### src/mmu_pkg.sv
/*
  Shared constants and types for the retention-memory protection units and
  the code/data RAM page-mapping units.
  Assumes a 32-bit address space and a 3-bit process identifier.
*/
package mmu_pkg;

  ////////////////////////////////////////////////////////////////////////////
  // Register offsets (APB byte addresses)
  localparam logic [7:0] ADDR_FAST_PERMIT = 8'h00;
  localparam logic [7:0] ADDR_SLOW_PERMIT = 8'h04;
  localparam logic [7:0] ADDR_CODE_SIZE = 8'h08;
  localparam logic [7:0] ADDR_DATA_SIZE = 8'h0C;
  localparam logic [7:0] ADDR_FAULT = 8'h10;
  localparam logic [7:0] ADDR_CODE_ENTRY = 8'h40;
  localparam logic [7:0] ADDR_DATA_ENTRY = 8'h80;

  ////////////////////////////////////////////////////////////////////////////
  // Memory map
  localparam logic [31:0] CODE_BASE = 32'h4008_0000;
  localparam logic [31:0] DATA_BASE = 32'h3FFC_0000;
  localparam logic [31:0] FAST_BASE_LO = 32'h3FF8_0000;
  localparam logic [31:0] FAST_BASE_HI = 32'h400C_0000;
  localparam logic [31:0] SLOW_BASE = 32'h5000_0000;
  localparam int REGION_BITS = 17;
  localparam int RETENTION_BITS = 13;
  localparam int PAGE_COUNT = 16;

  ////////////////////////////////////////////////////////////////////////////
  // Page sizes and entry fields
  localparam logic [1:0] PAGE_8K = 2'h0;
  localparam logic [1:0] PAGE_4K = 2'h1;
  localparam logic [1:0] PAGE_2K = 2'h2;
  localparam logic [2:0] RIGHTS_NONE = 3'h0;
  localparam logic [2:0] RIGHTS_ALL = 3'h1;
  localparam logic [2:0] LAST_PRIV_ID = 3'h1;
  localparam logic [2:0] SLOW_FIELD_SHIFT = 3'h2;

  ////////////////////////////////////////////////////////////////////////////
  // Reset values
  localparam logic [7:0] FAST_PERMIT_RESET = 8'h00;
  localparam logic [5:0] SLOW_PERMIT_RESET = 6'h00;
  localparam logic [1:0] PAGE_SIZE_RESET = 2'h0;
  localparam logic [6:0] ENTRY_RESET = 7'h00;

  ////////////////////////////////////////////////////////////////////////////
  // Types
  typedef logic [2:0] process_identifier_type;

  typedef struct packed {
    logic [2:0] rights;
    logic [3:0] vpage;
  } entry_type;

  typedef struct packed {
    logic valid;
    logic write;
    process_identifier_type process_identifier;
    logic [31:0] addr;
  } mem_req_type;

  typedef struct packed {
    logic en;
    logic we;
    logic fault;
    logic [31:0] addr;
  } mem_rsp_type;

endpackage : mmu_pkg

### src/retention_guard.sv
/*
  Permit check for one retention memory.
  Assumes the caller has decoded the address range and aligned the permit
  field so that bit n belongs to process identifier n.
*/
`timescale 1ns/1ps
`default_nettype none

module retention_guard
  import mmu_pkg::*;
#(
  parameter bit FIXED_PRIV = 1'b0
) (
  input wire logic in_range,
  input wire process_identifier_type process_identifier,
  input wire logic [7:0] permit,
  output logic granted
);

  ////////////////////////////////////////////////////////////////////////////
  // Set bit admits, clear bit refuses unless FIXED_PRIV and identifier at most LAST_PRIV_ID
  always_comb begin
    granted = in_range && (permit[process_identifier] || // [RULE_02]
      (FIXED_PRIV && process_identifier <= LAST_PRIV_ID)); // [RULE_03]
  end

endmodule : retention_guard

`default_nettype wire

### src/page_unit.sv
/*
  Page lookup and translation for one 128 KB region.
  Assumes the offset is already known to lie inside the region.
*/
`timescale 1ns/1ps
`default_nettype none

module page_unit
  import mmu_pkg::*;
#(
  parameter int PAGES = PAGE_COUNT
) (
  input wire logic [REGION_BITS-1:0] offset,
  input wire logic [1:0] page_size,
  input wire process_identifier_type process_identifier,
  input wire entry_type entries [PAGES],
  output logic granted,
  output logic [REGION_BITS-1:0] phys_offset
);

  logic mapped;
  logic priv;
  logic found;
  logic [3:0] vpage;
  logic [3:0] ppage;

  always_comb begin
    priv = process_identifier <= LAST_PRIV_ID;
    // Page number field per size; above page 15 is unmapped
    case (page_size)
      PAGE_8K: begin // [RULE_09] [RULE_08]
        mapped = 1'b1;
        vpage = offset[16:13];
      end
      PAGE_4K: begin // [RULE_12] [RULE_13]
        mapped = !offset[16];
        vpage = offset[15:12];
      end
      PAGE_2K: begin // [RULE_12]
        mapped = offset[16:15] == 2'h0;
        vpage = offset[14:11];
      end
      default: begin
        mapped = 1'b0;
        vpage = 4'h0;
      end
    endcase
    // Physical page whose entry names this virtual page and admits caller
    found = 1'b0;
    ppage = 4'h0;
    for (int i = 0; i < PAGES; i++) begin // [RULE_16]
      if (!found && entries[i].vpage == vpage && entries[i].rights != RIGHTS_NONE &&
          (entries[i].rights == RIGHTS_ALL || entries[i].rights == process_identifier)) begin
        found = 1'b1;
        ppage = 4'(i);
      end
    end
    granted = priv || (mapped && found); // [RULE_14] [RULE_07]
    // Identity for privileged callers, page swap keeps in-page offset
    phys_offset = offset; // [RULE_10] [RULE_15]
    if (!priv && mapped) begin // [RULE_11]
      case (page_size)
        PAGE_8K: phys_offset[16:13] = ppage;
        PAGE_4K: phys_offset[15:12] = ppage;
        PAGE_2K: phys_offset[14:11] = ppage;
        default: phys_offset = offset;
      endcase
    end
  end

endmodule : page_unit

`default_nettype wire

### src/sram_page_mmu_rtc_mpu.sv
/*
  Access checks and address translation for on-chip RAM: two retention
  memory protection units and two page-mapping units, APB configured.
  Assumes the bus master supplies the process identifier of the running
  code with each APB transfer and each memory request; single clock.
*/
// Decided for this implementation: the APB slave port and the register offsets.
// Contract
// (RULE_01) Two protection units guard fast, slow retention
// (RULE_02) Set bit admits process, clear bit refuses
// (RULE_03) Identifiers 0 and 1 always reach slow
// (RULE_04) Fast field per id; slow bits for 2..7
// (RULE_05) Fast permit written only by identifier 0
// (RULE_06) Slow permit written only by identifiers 0,1
// (RULE_07) Code and data upper 128 KB page-mapped
// (RULE_08) Sixteen pages per region, any size
// (RULE_09) Size 0,1,2 selects 8,4,2 KB pages
// (RULE_10) Identifiers 0,1 get identity page mapping
// (RULE_11) Others remapped per process, offset kept
// (RULE_12) 4 KB leaves 64 KB, 2 KB 96 KB unmapped
// (RULE_13) Code unmapped span starts 40090000 at 4 KB
// (RULE_14) Unmapped memory only for identifiers 0,1
// (RULE_15) Pages laid out linearly from region base
// (RULE_16) Entry: rights in 6:4, virtual page 3:0
// (RULE_17) Entries and sizes written only by 0,1
// (RULE_18) Refused access never touches memory data
`timescale 1ns/1ps
`default_nettype none

module sram_page_mmu_rtc_mpu
  import mmu_pkg::*;
#(
  parameter int PAGES = PAGE_COUNT
) (
  input wire logic pclk,
  input wire logic presetn,
  input wire logic psel,
  input wire logic penable,
  input wire logic pwrite,
  input wire logic [7:0] paddr,
  input wire logic [31:0] pwdata,
  input wire process_identifier_type bus_process_identifier,
  output logic [31:0] prdata,
  output logic pready,
  output logic pslverr,
  input wire mem_req_type code_req,
  input wire mem_req_type data_req,
  input wire mem_req_type fast_req,
  input wire mem_req_type slow_req,
  output mem_rsp_type code_rsp,
  output mem_rsp_type data_rsp,
  output mem_rsp_type fast_rsp,
  output mem_rsp_type slow_rsp
);

  ////////////////////////////////////////////////////////////////////////////
  // State
  logic [7:0] fast_retention_permit_q, fast_retention_permit_d;
  logic [5:0] slow_retention_permit_q, slow_retention_permit_d;
  logic [1:0] code_ram_page_size_q, code_ram_page_size_d;
  logic [1:0] data_ram_page_size_q, data_ram_page_size_d;
  entry_type code_ram_page_entry_q [PAGES];
  entry_type code_ram_page_entry_d [PAGES];
  entry_type data_ram_page_entry_q [PAGES];
  entry_type data_ram_page_entry_d [PAGES];
  logic [3:0] fault_q, fault_d;
  logic [31:0] prdata_q, prdata_d;
  logic pready_q, pready_d;
  logic pslverr_q, pslverr_d;
  mem_rsp_type code_rsp_q, code_rsp_d;
  mem_rsp_type data_rsp_q, data_rsp_d;
  mem_rsp_type fast_rsp_q, fast_rsp_d;
  mem_rsp_type slow_rsp_q, slow_rsp_d;

  ////////////////////////////////////////////////////////////////////////////
  // Range decode
  logic code_in, data_in, fast_in, slow_in;
  logic code_ok, data_ok, fast_ok, slow_ok;
  logic [REGION_BITS-1:0] code_phys, data_phys;

  always_comb begin
    code_in = code_req.addr[31:REGION_BITS] == CODE_BASE[31:REGION_BITS]; // [RULE_07]
    data_in = data_req.addr[31:REGION_BITS] == DATA_BASE[31:REGION_BITS];
    // Both aliases share one permit field
    fast_in = fast_req.addr[31:RETENTION_BITS] == FAST_BASE_LO[31:RETENTION_BITS] || // [RULE_04]
      fast_req.addr[31:RETENTION_BITS] == FAST_BASE_HI[31:RETENTION_BITS];
    slow_in = slow_req.addr[31:RETENTION_BITS] == SLOW_BASE[31:RETENTION_BITS];
  end

  ////////////////////////////////////////////////////////////////////////////
  // Checkers
  retention_guard #(.FIXED_PRIV(1'b0)) u_fast_guard ( // [RULE_01]
    .in_range(fast_in),
    .process_identifier(fast_req.process_identifier),
    .permit(fast_retention_permit_q),
    .granted(fast_ok)
  );

  retention_guard #(.FIXED_PRIV(1'b1)) u_slow_guard ( // [RULE_01]
    .in_range(slow_in),
    .process_identifier(slow_req.process_identifier),
    .permit({slow_retention_permit_q, 2'b00}), // [RULE_04]
    .granted(slow_ok)
  );

  logic code_hit, data_hit;

  page_unit #(.PAGES(PAGES)) u_code_pages (
    .offset(code_req.addr[REGION_BITS-1:0]),
    .page_size(code_ram_page_size_q),
    .process_identifier(code_req.process_identifier),
    .entries(code_ram_page_entry_q),
    .granted(code_hit),
    .phys_offset(code_phys)
  );

  page_unit #(.PAGES(PAGES)) u_data_pages (
    .offset(data_req.addr[REGION_BITS-1:0]),
    .page_size(data_ram_page_size_q),
    .process_identifier(data_req.process_identifier),
    .entries(data_ram_page_entry_q),
    .granted(data_hit),
    .phys_offset(data_phys)
  );

  assign code_ok = code_in && code_hit;
  assign data_ok = data_in && data_hit;

  ////////////////////////////////////////////////////////////////////////////
  // Memory strobes only on grant
  function automatic mem_rsp_type build_rsp(mem_req_type req, logic ok, logic [31:0] addr);
    mem_rsp_type r;
    r.en = req.valid && ok; // [RULE_18]
    r.we = req.valid && req.write && ok; // [RULE_18]
    r.fault = req.valid && !ok;
    r.addr = ok ? addr : 32'h0000_0000;
    return r;
  endfunction : build_rsp

  always_comb begin
    code_rsp_d = build_rsp(code_req, code_ok, {code_req.addr[31:REGION_BITS], code_phys});
    data_rsp_d = build_rsp(data_req, data_ok, {data_req.addr[31:REGION_BITS], data_phys});
    fast_rsp_d = build_rsp(fast_req, fast_ok, fast_req.addr);
    slow_rsp_d = build_rsp(slow_req, slow_ok, slow_req.addr);
  end

  ////////////////////////////////////////////////////////////////////////////
  // APB register file
  logic setup, wr, code_sel, data_sel, hit, bus_priv, bus_root;
  logic [3:0] idx;
  logic [3:0] fault_set;
  logic [31:0] rd;

  always_comb begin
    setup = psel && !penable;
    wr = psel && penable && pready_q && pwrite && !pslverr_q;
    idx = paddr[5:2];
    code_sel = paddr[7:6] == ADDR_CODE_ENTRY[7:6] && paddr[1:0] == 2'h0;
    data_sel = paddr[7:6] == ADDR_DATA_ENTRY[7:6] && paddr[1:0] == 2'h0;
    bus_priv = bus_process_identifier <= LAST_PRIV_ID;
    bus_root = bus_process_identifier == 3'h0;
    fault_set = {slow_rsp_d.fault, fast_rsp_d.fault, data_rsp_d.fault, code_rsp_d.fault};
    fast_retention_permit_d = fast_retention_permit_q;
    slow_retention_permit_d = slow_retention_permit_q;
    code_ram_page_size_d = code_ram_page_size_q;
    data_ram_page_size_d = data_ram_page_size_q;
    code_ram_page_entry_d = code_ram_page_entry_q;
    data_ram_page_entry_d = data_ram_page_entry_q;
    fault_d = fault_q | fault_set;
    hit = 1'b1;
    rd = 32'h0000_0000;
    case (paddr)
      ADDR_FAST_PERMIT: rd = 32'(fast_retention_permit_q);
      ADDR_SLOW_PERMIT: rd = 32'(slow_retention_permit_q);
      ADDR_CODE_SIZE: rd = 32'(code_ram_page_size_q);
      ADDR_DATA_SIZE: rd = 32'(data_ram_page_size_q);
      ADDR_FAULT: rd = 32'(fault_q);
      default: begin
        if (code_sel) begin
          rd = 32'(code_ram_page_entry_q[idx]);
        end else if (data_sel) begin
          rd = 32'(data_ram_page_entry_q[idx]);
        end else begin
          hit = 1'b0;
        end
      end
    endcase
    if (wr) begin
      case (paddr)
        ADDR_FAST_PERMIT: begin
          if (bus_root) begin // [RULE_05]
            fast_retention_permit_d = pwdata[7:0];
          end
        end
        ADDR_SLOW_PERMIT: begin
          if (bus_priv) begin // [RULE_06]
            slow_retention_permit_d = pwdata[5:0];
          end
        end
        ADDR_CODE_SIZE: begin
          if (bus_priv) begin // [RULE_17]
            code_ram_page_size_d = pwdata[1:0];
          end
        end
        ADDR_DATA_SIZE: begin
          if (bus_priv) begin // [RULE_17]
            data_ram_page_size_d = pwdata[1:0];
          end
        end
        ADDR_FAULT: fault_d = (fault_q & ~pwdata[3:0]) | fault_set;
        default: begin
          if (bus_priv && code_sel) begin // [RULE_17]
            code_ram_page_entry_d[idx] = entry_type'(pwdata[6:0]); // [RULE_16]
          end
          if (bus_priv && data_sel) begin // [RULE_17]
            data_ram_page_entry_d[idx] = entry_type'(pwdata[6:0]);
          end
        end
      endcase
    end
    pready_d = setup;
    pslverr_d = setup && !hit;
    prdata_d = (setup && !pwrite && hit) ? rd : 32'h0000_0000;
  end

  always_ff @(posedge pclk or negedge presetn) begin
    if (!presetn) begin
      fast_retention_permit_q <= FAST_PERMIT_RESET;
      slow_retention_permit_q <= SLOW_PERMIT_RESET;
      code_ram_page_size_q <= PAGE_SIZE_RESET;
      data_ram_page_size_q <= PAGE_SIZE_RESET;
      for (int i = 0; i < PAGES; i++) begin
        code_ram_page_entry_q[i] <= entry_type'(ENTRY_RESET);
        data_ram_page_entry_q[i] <= entry_type'(ENTRY_RESET);
      end
      fault_q <= 4'h0;
      prdata_q <= 32'h0000_0000;
      pready_q <= 1'b0;
      pslverr_q <= 1'b0;
      code_rsp_q <= '0;
      data_rsp_q <= '0;
      fast_rsp_q <= '0;
      slow_rsp_q <= '0;
    end else begin
      fast_retention_permit_q <= fast_retention_permit_d;
      slow_retention_permit_q <= slow_retention_permit_d;
      code_ram_page_size_q <= code_ram_page_size_d;
      data_ram_page_size_q <= data_ram_page_size_d;
      code_ram_page_entry_q <= code_ram_page_entry_d;
      data_ram_page_entry_q <= data_ram_page_entry_d;
      fault_q <= fault_d;
      prdata_q <= prdata_d;
      pready_q <= pready_d;
      pslverr_q <= pslverr_d;
      code_rsp_q <= code_rsp_d;
      data_rsp_q <= data_rsp_d;
      fast_rsp_q <= fast_rsp_d;
      slow_rsp_q <= slow_rsp_d;
    end
  end

  assign prdata = prdata_q;
  assign pready = pready_q;
  assign pslverr = pslverr_q;
  assign code_rsp = code_rsp_q;
  assign data_rsp = data_rsp_q;
  assign fast_rsp = fast_rsp_q;
  assign slow_rsp = slow_rsp_q;
endmodule : sram_page_mmu_rtc_mpu

`default_nettype wire

### config.mk
export PLATFORM = sky130hd
export DESIGN_NAME = sram_page_mmu_rtc_mpu
export DESIGN_NICKNAME = d
export VERILOG_FILES = /design/src/mmu_pkg.sv /design/src/retention_guard.sv /design/src/page_unit.sv /design/src/sram_page_mmu_rtc_mpu.sv
export SDC_FILE = /design/constraint.sdc
export NUM_CORES = 1
export LEC_CHECK = 0
export BUFFER_PORTS_ARGS = -buffer_cell sky130_fd_sc_hd__buf_2
export CORE_UTILIZATION = 40
export DETAILED_ROUTE_END_ITERATION = 7
export PLACE_DENSITY = 0.59
export REMOVE_ABC_BUFFERS = 1
export SETUP_SLACK_MARGIN = 0.05
export SLEW_MARGIN = 20
export SYNTH_ARGS = -nofsm -noshare
export SYNTH_HDL_FRONTEND = slang
export SYNTH_SLANG_ARGS = --single-unit
### constraint.sdc
create_clock -name pclk -period 4.9 [get_ports pclk]
set_input_delay 0.245 -clock pclk [delete_from_list [all_inputs] [get_ports pclk]]
set_output_delay 0.245 -clock pclk [all_outputs]
set_load 0.1 [all_outputs]
**Word-level counts from Yosys, hierarchy flattened**

Index checks and enable logic that the tools add are counted.

- Memory bits (read-only): 0
- Output and inout port bits: 174
- Memories: 0
- Register bits: 420
- Input bits: 196
- Latch bits: 0
- Bits in writable memories: 0
- Word-level logic and storage cells: 573

- Bitwise logic cells: 6
- Multiply operators: 0
- Shift operators: 0
- Equal/unequal tests: 111
- Div/mod/pow operators: 0
- Order comparisons: 8
- Add/subtract/negate cells: 0
- Mux-type cells: 105
- Reduce and logical (&&, ||, !) cells: 255

Operators with widths:

| kind | number |
|---|---|
| 112-bit bitwise mux | 2 |
| 32-bit two-way mux | 5 |
| 1-bit logical AND | 131 |
| 4-bit equality test | 32 |
| 3-bit by 1-bit equality test with 1-bit output (second input constant) | 32 |
| 3-bit equality test | 32 |
| 3-bit nonzero test | 32 |
| 4-bit two-way mux | 18 |
| 7-bit binary-select mux with 4-bit select | 2 |
| 7-bit two-way mux | 7 |
| 1-bit two-way mux | 43 |
| 1-bit logical NOT | 42 |
| 8-bit one-hot mux with 5 select lines | 1 |
| 19-bit by 18-bit equality test with 1-bit output (second input constant) | 2 |
| 1-bit logical OR | 36 |
| 17-bit two-way mux | 2 |
| 7-bit demux with 4-bit select | 1 |
| 3-bit two-way mux | 8 |
| 4-bit one-hot mux with 3 select lines | 2 |
| 19-bit by 17-bit equality test with 1-bit output (second input constant) | 1 |
| 3-bit AND reduction | 6 |
| 8-bit by 4-bit equality test with 1-bit output (second input constant) | 2 |
| 15-bit by 13-bit equality test with 1-bit output (second input constant) | 1 |
| 15-bit by 14-bit equality test with 1-bit output (second input constant) | 1 |
| other kinds (22) | 44 |

**Depth between registers and ports, before layout**

- Word-level depth: 89
- Mapped depth: 16

**Cells and area by module**

A second synthesis with hierarchy kept.

- Cell total of the unflattened synthesis: 2104
- Area total of the unflattened synthesis: 23112.2 sq um

By module, submodules not included:

| module | cells an instance | sequential area each (sq um) | instances | area an instance (sq um) |
|---|---|---|---|---|
| sram_page_mmu_rtc_mpu | 1116 | 9909.5 | 1 | 16554.6 |
| page_unit | 488 | 0.0 | 2 | 3215.6 |
| retention_guard at u_fast_guard | 7 | 0.0 | 1 | 71.3 |
| retention_guard at u_slow_guard | 5 | 0.0 | 1 | 55.1 |

**Least setup slack after synthesis**

Ideal clock, no wire load.

- Path type: reg-to-reg
- Start: register data_ram_page_size_q[0]
- End: register data_rsp_q (netlist bit data_rsp[10])
- Arrival: 3323 ps
- Setup slack: 1458 ps
- Library setup time: 119 ps
- Data required time: 4781 ps
- Period minus slack after synthesis: 3442 ps
- Stages on the path, launching flop included: 16
- Cell sequence: dfrtp_1 inv_1 ha_1 buf_2 a222oi_1 buf_2 xnor2_1 nor4b_1 o32ai_1 o2bb2ai_1 nor3b_1 a41oi_2 o21ai_4 inv_2 buf_4 and2_1

RTL lines:

| what | line | RTL |
|---|---|---|
| start, declared | sram_page_mmu_rtc_mpu.sv:61 | `logic [1:0] data_ram_page_size_q, data_ram_page_size_d;` |
| start signal, assigned | sram_page_mmu_rtc_mpu.sv:248 | `data_ram_page_size_q <= data_ram_page_size_d;` |
| end signal, assigned | sram_page_mmu_rtc_mpu.sv:256 | `data_rsp_q <= data_rsp_d;` |
| end, declared | sram_page_mmu_rtc_mpu.sv:71 | `mem_rsp_type data_rsp_q, data_rsp_d;` |

==> metrics.md <==
| Metric | Value |
|---|---|
| First-pass GRT wire length | 107.9 mm |
| Most frequent cells in the layout | dfrtp_1, buf_2, mux2_2, nor2_1, nand2_1 |
| FF-to-FF setup slack | 0.34 ns |
| Outcome | complete, no violations |
| H-tree depth | 2 |
| Share of the synthesized area in the top cell type | 44.60% |
| Hold WC Path Type | in -> reg |
| CTS Root Cell | clkbuf_16 |
| Max-cap viol count | 0 |
| Synth area leaders | dfrtp_1, mux2_2, mux4_2, nor2_1, xor2_1 |
| Gr ovfl total | 0 |
| # nets final | 2588 |
| Switching Share | 25.43% |
| Busiest grt layer | met2 |
| CTS tree | done |
| Leak | 0.01229 uW |
| Via density | 5.794 |
| Peak VDD IR | just over 0.2 mV |
| Tcrit/Tclk final | 93.12% |
| Routed WL per cell | 22.42 um |
| Die area | 0.05649 sq mm |
| Initial drt markers | 1429 |
| Remaining DRCs | 0 |
| Clock Skews | 0.02908 ns |
| Clk_lat worst skew | 0.59 ns |
| Post-route cell area | 0.02695 sq mm |
| # IOs | 370 |
| Met2 usage | about 41% |
| Tmin final | between 4 and 5 ns |
| Deepest clock path buffer count | 3 |
| Antenna violations before repair | 6 |
| Total power | 7555 uW |
| Worst setup SP type | flop |
| Hpwl dp | 48.81 mm |
| Routability Congestion | roughly 0.91 |
| Critical Path AT | between 5 and 6 ns |
| Slowest library cell on the worst path | dlygate4sd3_1 |
| Delay-heaviest family, CP | compound AO/OA/AOI/OAI gates |
| Post-synth EDFFs | 0 |
| Wirelength, routed | between 70 and 80 mm |
| Final hold violations | 0 |
| Clk sinks | a little under 400 |
| Clock power frac | 47.2% |
| RSZ-0062 raised after global routing | no |
| Prevailing post-synth register cell | dfrtp_1 |
| TritonRoute pass-1 iters | 6 |
| Hold Crit Depth | 3 |
| Power per cell area | 280.4 mW/mm^2 |
| Register area share after synthesis | approximately 45% |
| Placed Area | 0.02456 sq mm |
| Detailed-route via count | 18380 |
| Reg power frac | 43.7% |
| Initial Utilization | 40.41% |
| Worst rel slew slack | 26.69% |
| Reg2reg path depth | 14 |
| Least-Margin Pin Slew | ~1.1 ns |
| Mapped Avg Cell Area | 11.12 sq um |
| Max Slew Vio Count | 0 |
| Critical Path End Type | flop |
| Commonest non-fill, non-tap cell in the layout | dfrtp_1 |
| Chip Width | 237.7 um |
| Hold Crit Endpoint | code_rsp[16] |
| Overall global routing resource usage | about a quarter |
| Port bufs | 321 |
| Final setup viols | 0 |
| Critical Path Fanout Max | 26 |
| Inserted Clock Buffers | 45 |
| P&R area growth vs syn | 21.27% |
| Yosys reg bits | approximately 400 |
| WS Path Type | reg -> reg |
| Synth warnings | 0 |
| CP max stage delay | 0.55 ns |
| Int Pwr | 5634 uW |
| Synth Instances | 1998 |
| Worst Path Buf+Inv | 4 |
| M3 GR Usage | 4.239% |
| Critical-path cell list | inv_1, ha_1, a222oi_1, buf_12, nand2b_1, nor4b_1, o32ai_1, o22ai_1, nor3_2, a41oi_2, o21ai_4, inv_2, and3_1, dlygate4sd3_1 |
| Final antenna-violating net count | 0 |
| Met1 usage | 32.16% |
| Share of layout cells above drive strength 1 | around 32% |
| Core Footprint | 0.05499 sq mm |
| Unique masters post-synth | 87 |
| HP Start | code_req[16] |
| Comb power frac | a little under a tenth |
| Synth Cell Area | approximately 0.022 sq mm |
| Vias in the first global route | roughly 18000 |
| Psw | just under 2000 uW |
| Post-synth top area cell | dfrtp_1 |
| FF-to-FF End | data_rsp[33] |
| Pin count of the biggest net entering global routing | 114 |
| Register clock-pin slew on the reported worst setup and hold paths | 0.06 ns |
| Max frequency | 219.2 MHz |
| Required time worst endpoint | around 5.4 ns |
| Die Y | 237.7 um |
| Placement row count | between 80 and 90 |
| Post-Route Utilization | 49.01% |
| FFs w/ async S/R, synth | 100.0% |
| FF-to-FF Start | data_ram_page_size_q[0] |
[sequential cells by signal (all words and copies together), names as in the netlist]
| name | count |
|---|---|
| data_ram_page_entry_q | 112 |
| fast_retention_permit_q | 8 |
| slow_retention_permit_q | 6 |
| slow_rsp | 35 |
| fault_q | 4 |
| fast_rsp | 35 |
| code_ram_page_size_q | 2 |
| code_rsp | 35 |
| data_ram_page_size_q | 2 |
| pslverr | 1 |
| pready | 1 |
| data_rsp | 35 |
| prdata | 8 |
| code_ram_page_entry_q | 112 |
[per-layer routing]
layer | vias to the layer above | routed length [um]
li1 | 8163 | -
met1 | 9247 | 29420
met2 | 850 | 34690
met3 | 119 | 4907
met4 | 0 | 2106
met5 | - | 0
[power groups by stage]
| stage | Combinational, uW | Sequential (uW) | Clock [uW] |
|---|---|---|---|
| 2_1_floorplan | 182 | 3500 | 0 |
| 3_3_place_gp | 635 | 3360 | 0 |
| 3_5_place_dp | 642 | 3360 | 0 |
| 4_1_cts | 689 | 3300 | 3650 |
| 5_1_grt | 731 | 3300 | 3790 |
| 6_report | 689 | 3300 | 3570 |
[final cells by class]
type | instances | area, sq um
fillers | 4964 | 28040
multi-input cells | 1459 | 11650
flip-flops and latches | 396 | 9910
repair buffers | 432 | 2688
clock buffers | 60 | 1252
well taps | 748 | 935.9
clock inverters | 21 | 307.8
inverters | 50 | 187.7
diodes | 6 | 15.01
[kinds of logic after synthesis]
group / after synthesis / synth area share, %
AND/OR/NAND/NOR: 582 / 14.13
flip-flops: 396 / 44.60
other: 1 / 0.01688
multiplexers: 314 / 19.59
AO/OA/AOI/OAI: 409 / 13.82
adder cells (fa/ha/maj): 8 / 0.4505
buffers and inverters: 206 / 4.156
XOR/XNOR: 82 / 3.232
[cell usage after synthesis (10+ instances only)]
cell type / count
dfrtp_1: 396
inv_1: 48
o32ai_1: 45
nand2_1: 105
a21oi_1: 64
o21ai_0: 52
and2_1: 56
nand3_1: 12
a22oi_1: 36
mux4_2: 73
nand3b_1: 12
a32oi_1: 10
buf_2: 17
xor2_1: 49
a221oi_1: 12
nor2b_1: 43
nor4b_1: 40
mux2_2: 237
nand2b_1: 43
nor2_1: 149
xnor2_1: 33
a31oi_1: 15
a2bb2oi_1: 10
a32o_1: 17
buf_1: 16
buf_4: 30
a21o_1: 11
nand4_1: 20
o22ai_1: 24
o22a_1: 24
nor3_1: 39
or2_2: 10
clkbuf_1: 90
nor4_1: 15
[worst register-to-register path: cells and delay by family (launching register included)]
family                   cells  cell delay, ns
AO/OA/AOI/OAI                5            1.83
adder cells (fa/ha/maj)      1            0.33
buffers and inverters        4            1.10
flip-flops                   1            0.40
AND/OR/NAND/NOR              4            0.80
[metrics by stage]
step	worst slack [ns]	std cells	setup TNS, ns	hold WS (ns)
finish	0.3371	3172	0	0.02013
global route	0.07272	3172	0	0.04921
floorplan	-0.4771	1904	-9.804	-0.05059
global placement	0.7435	3004	0	0.3072
detailed placement	0.6823	3004	0	0.3295
CTS	0.08421	3159	0	0.0004420
[worst max path at each step]
stage | from | endpoint | slack [ns] | cells after the start
2_1_floorplan | code_ram_page_size_q[0] | fault_q[0] | -0.48 | 11
3_3_place_gp | code_ram_page_size_q[0] | fault_q[0] | 0.74 | 12
3_5_place_dp | code_ram_page_size_q[0] | fault_q[0] | 0.68 | 12
4_1_cts | data_ram_page_size_q[0] | data_rsp[33] | 0.08 | 14
5_1_grt | data_ram_page_size_q[0] | data_rsp[33] | 0.07 | 14
6_report | data_ram_page_size_q[0] | data_rsp[33] | 0.34 | 14
[what timing repair did]
item	4_1_cts	5_1_grt
endpoints found under the setup margin	0	2
buffers inserted	0	6
endpoints found under the hold margin	182	0
hold buffers	74	0
resized for setup	0	3
(Power assumes the default switching activity.)
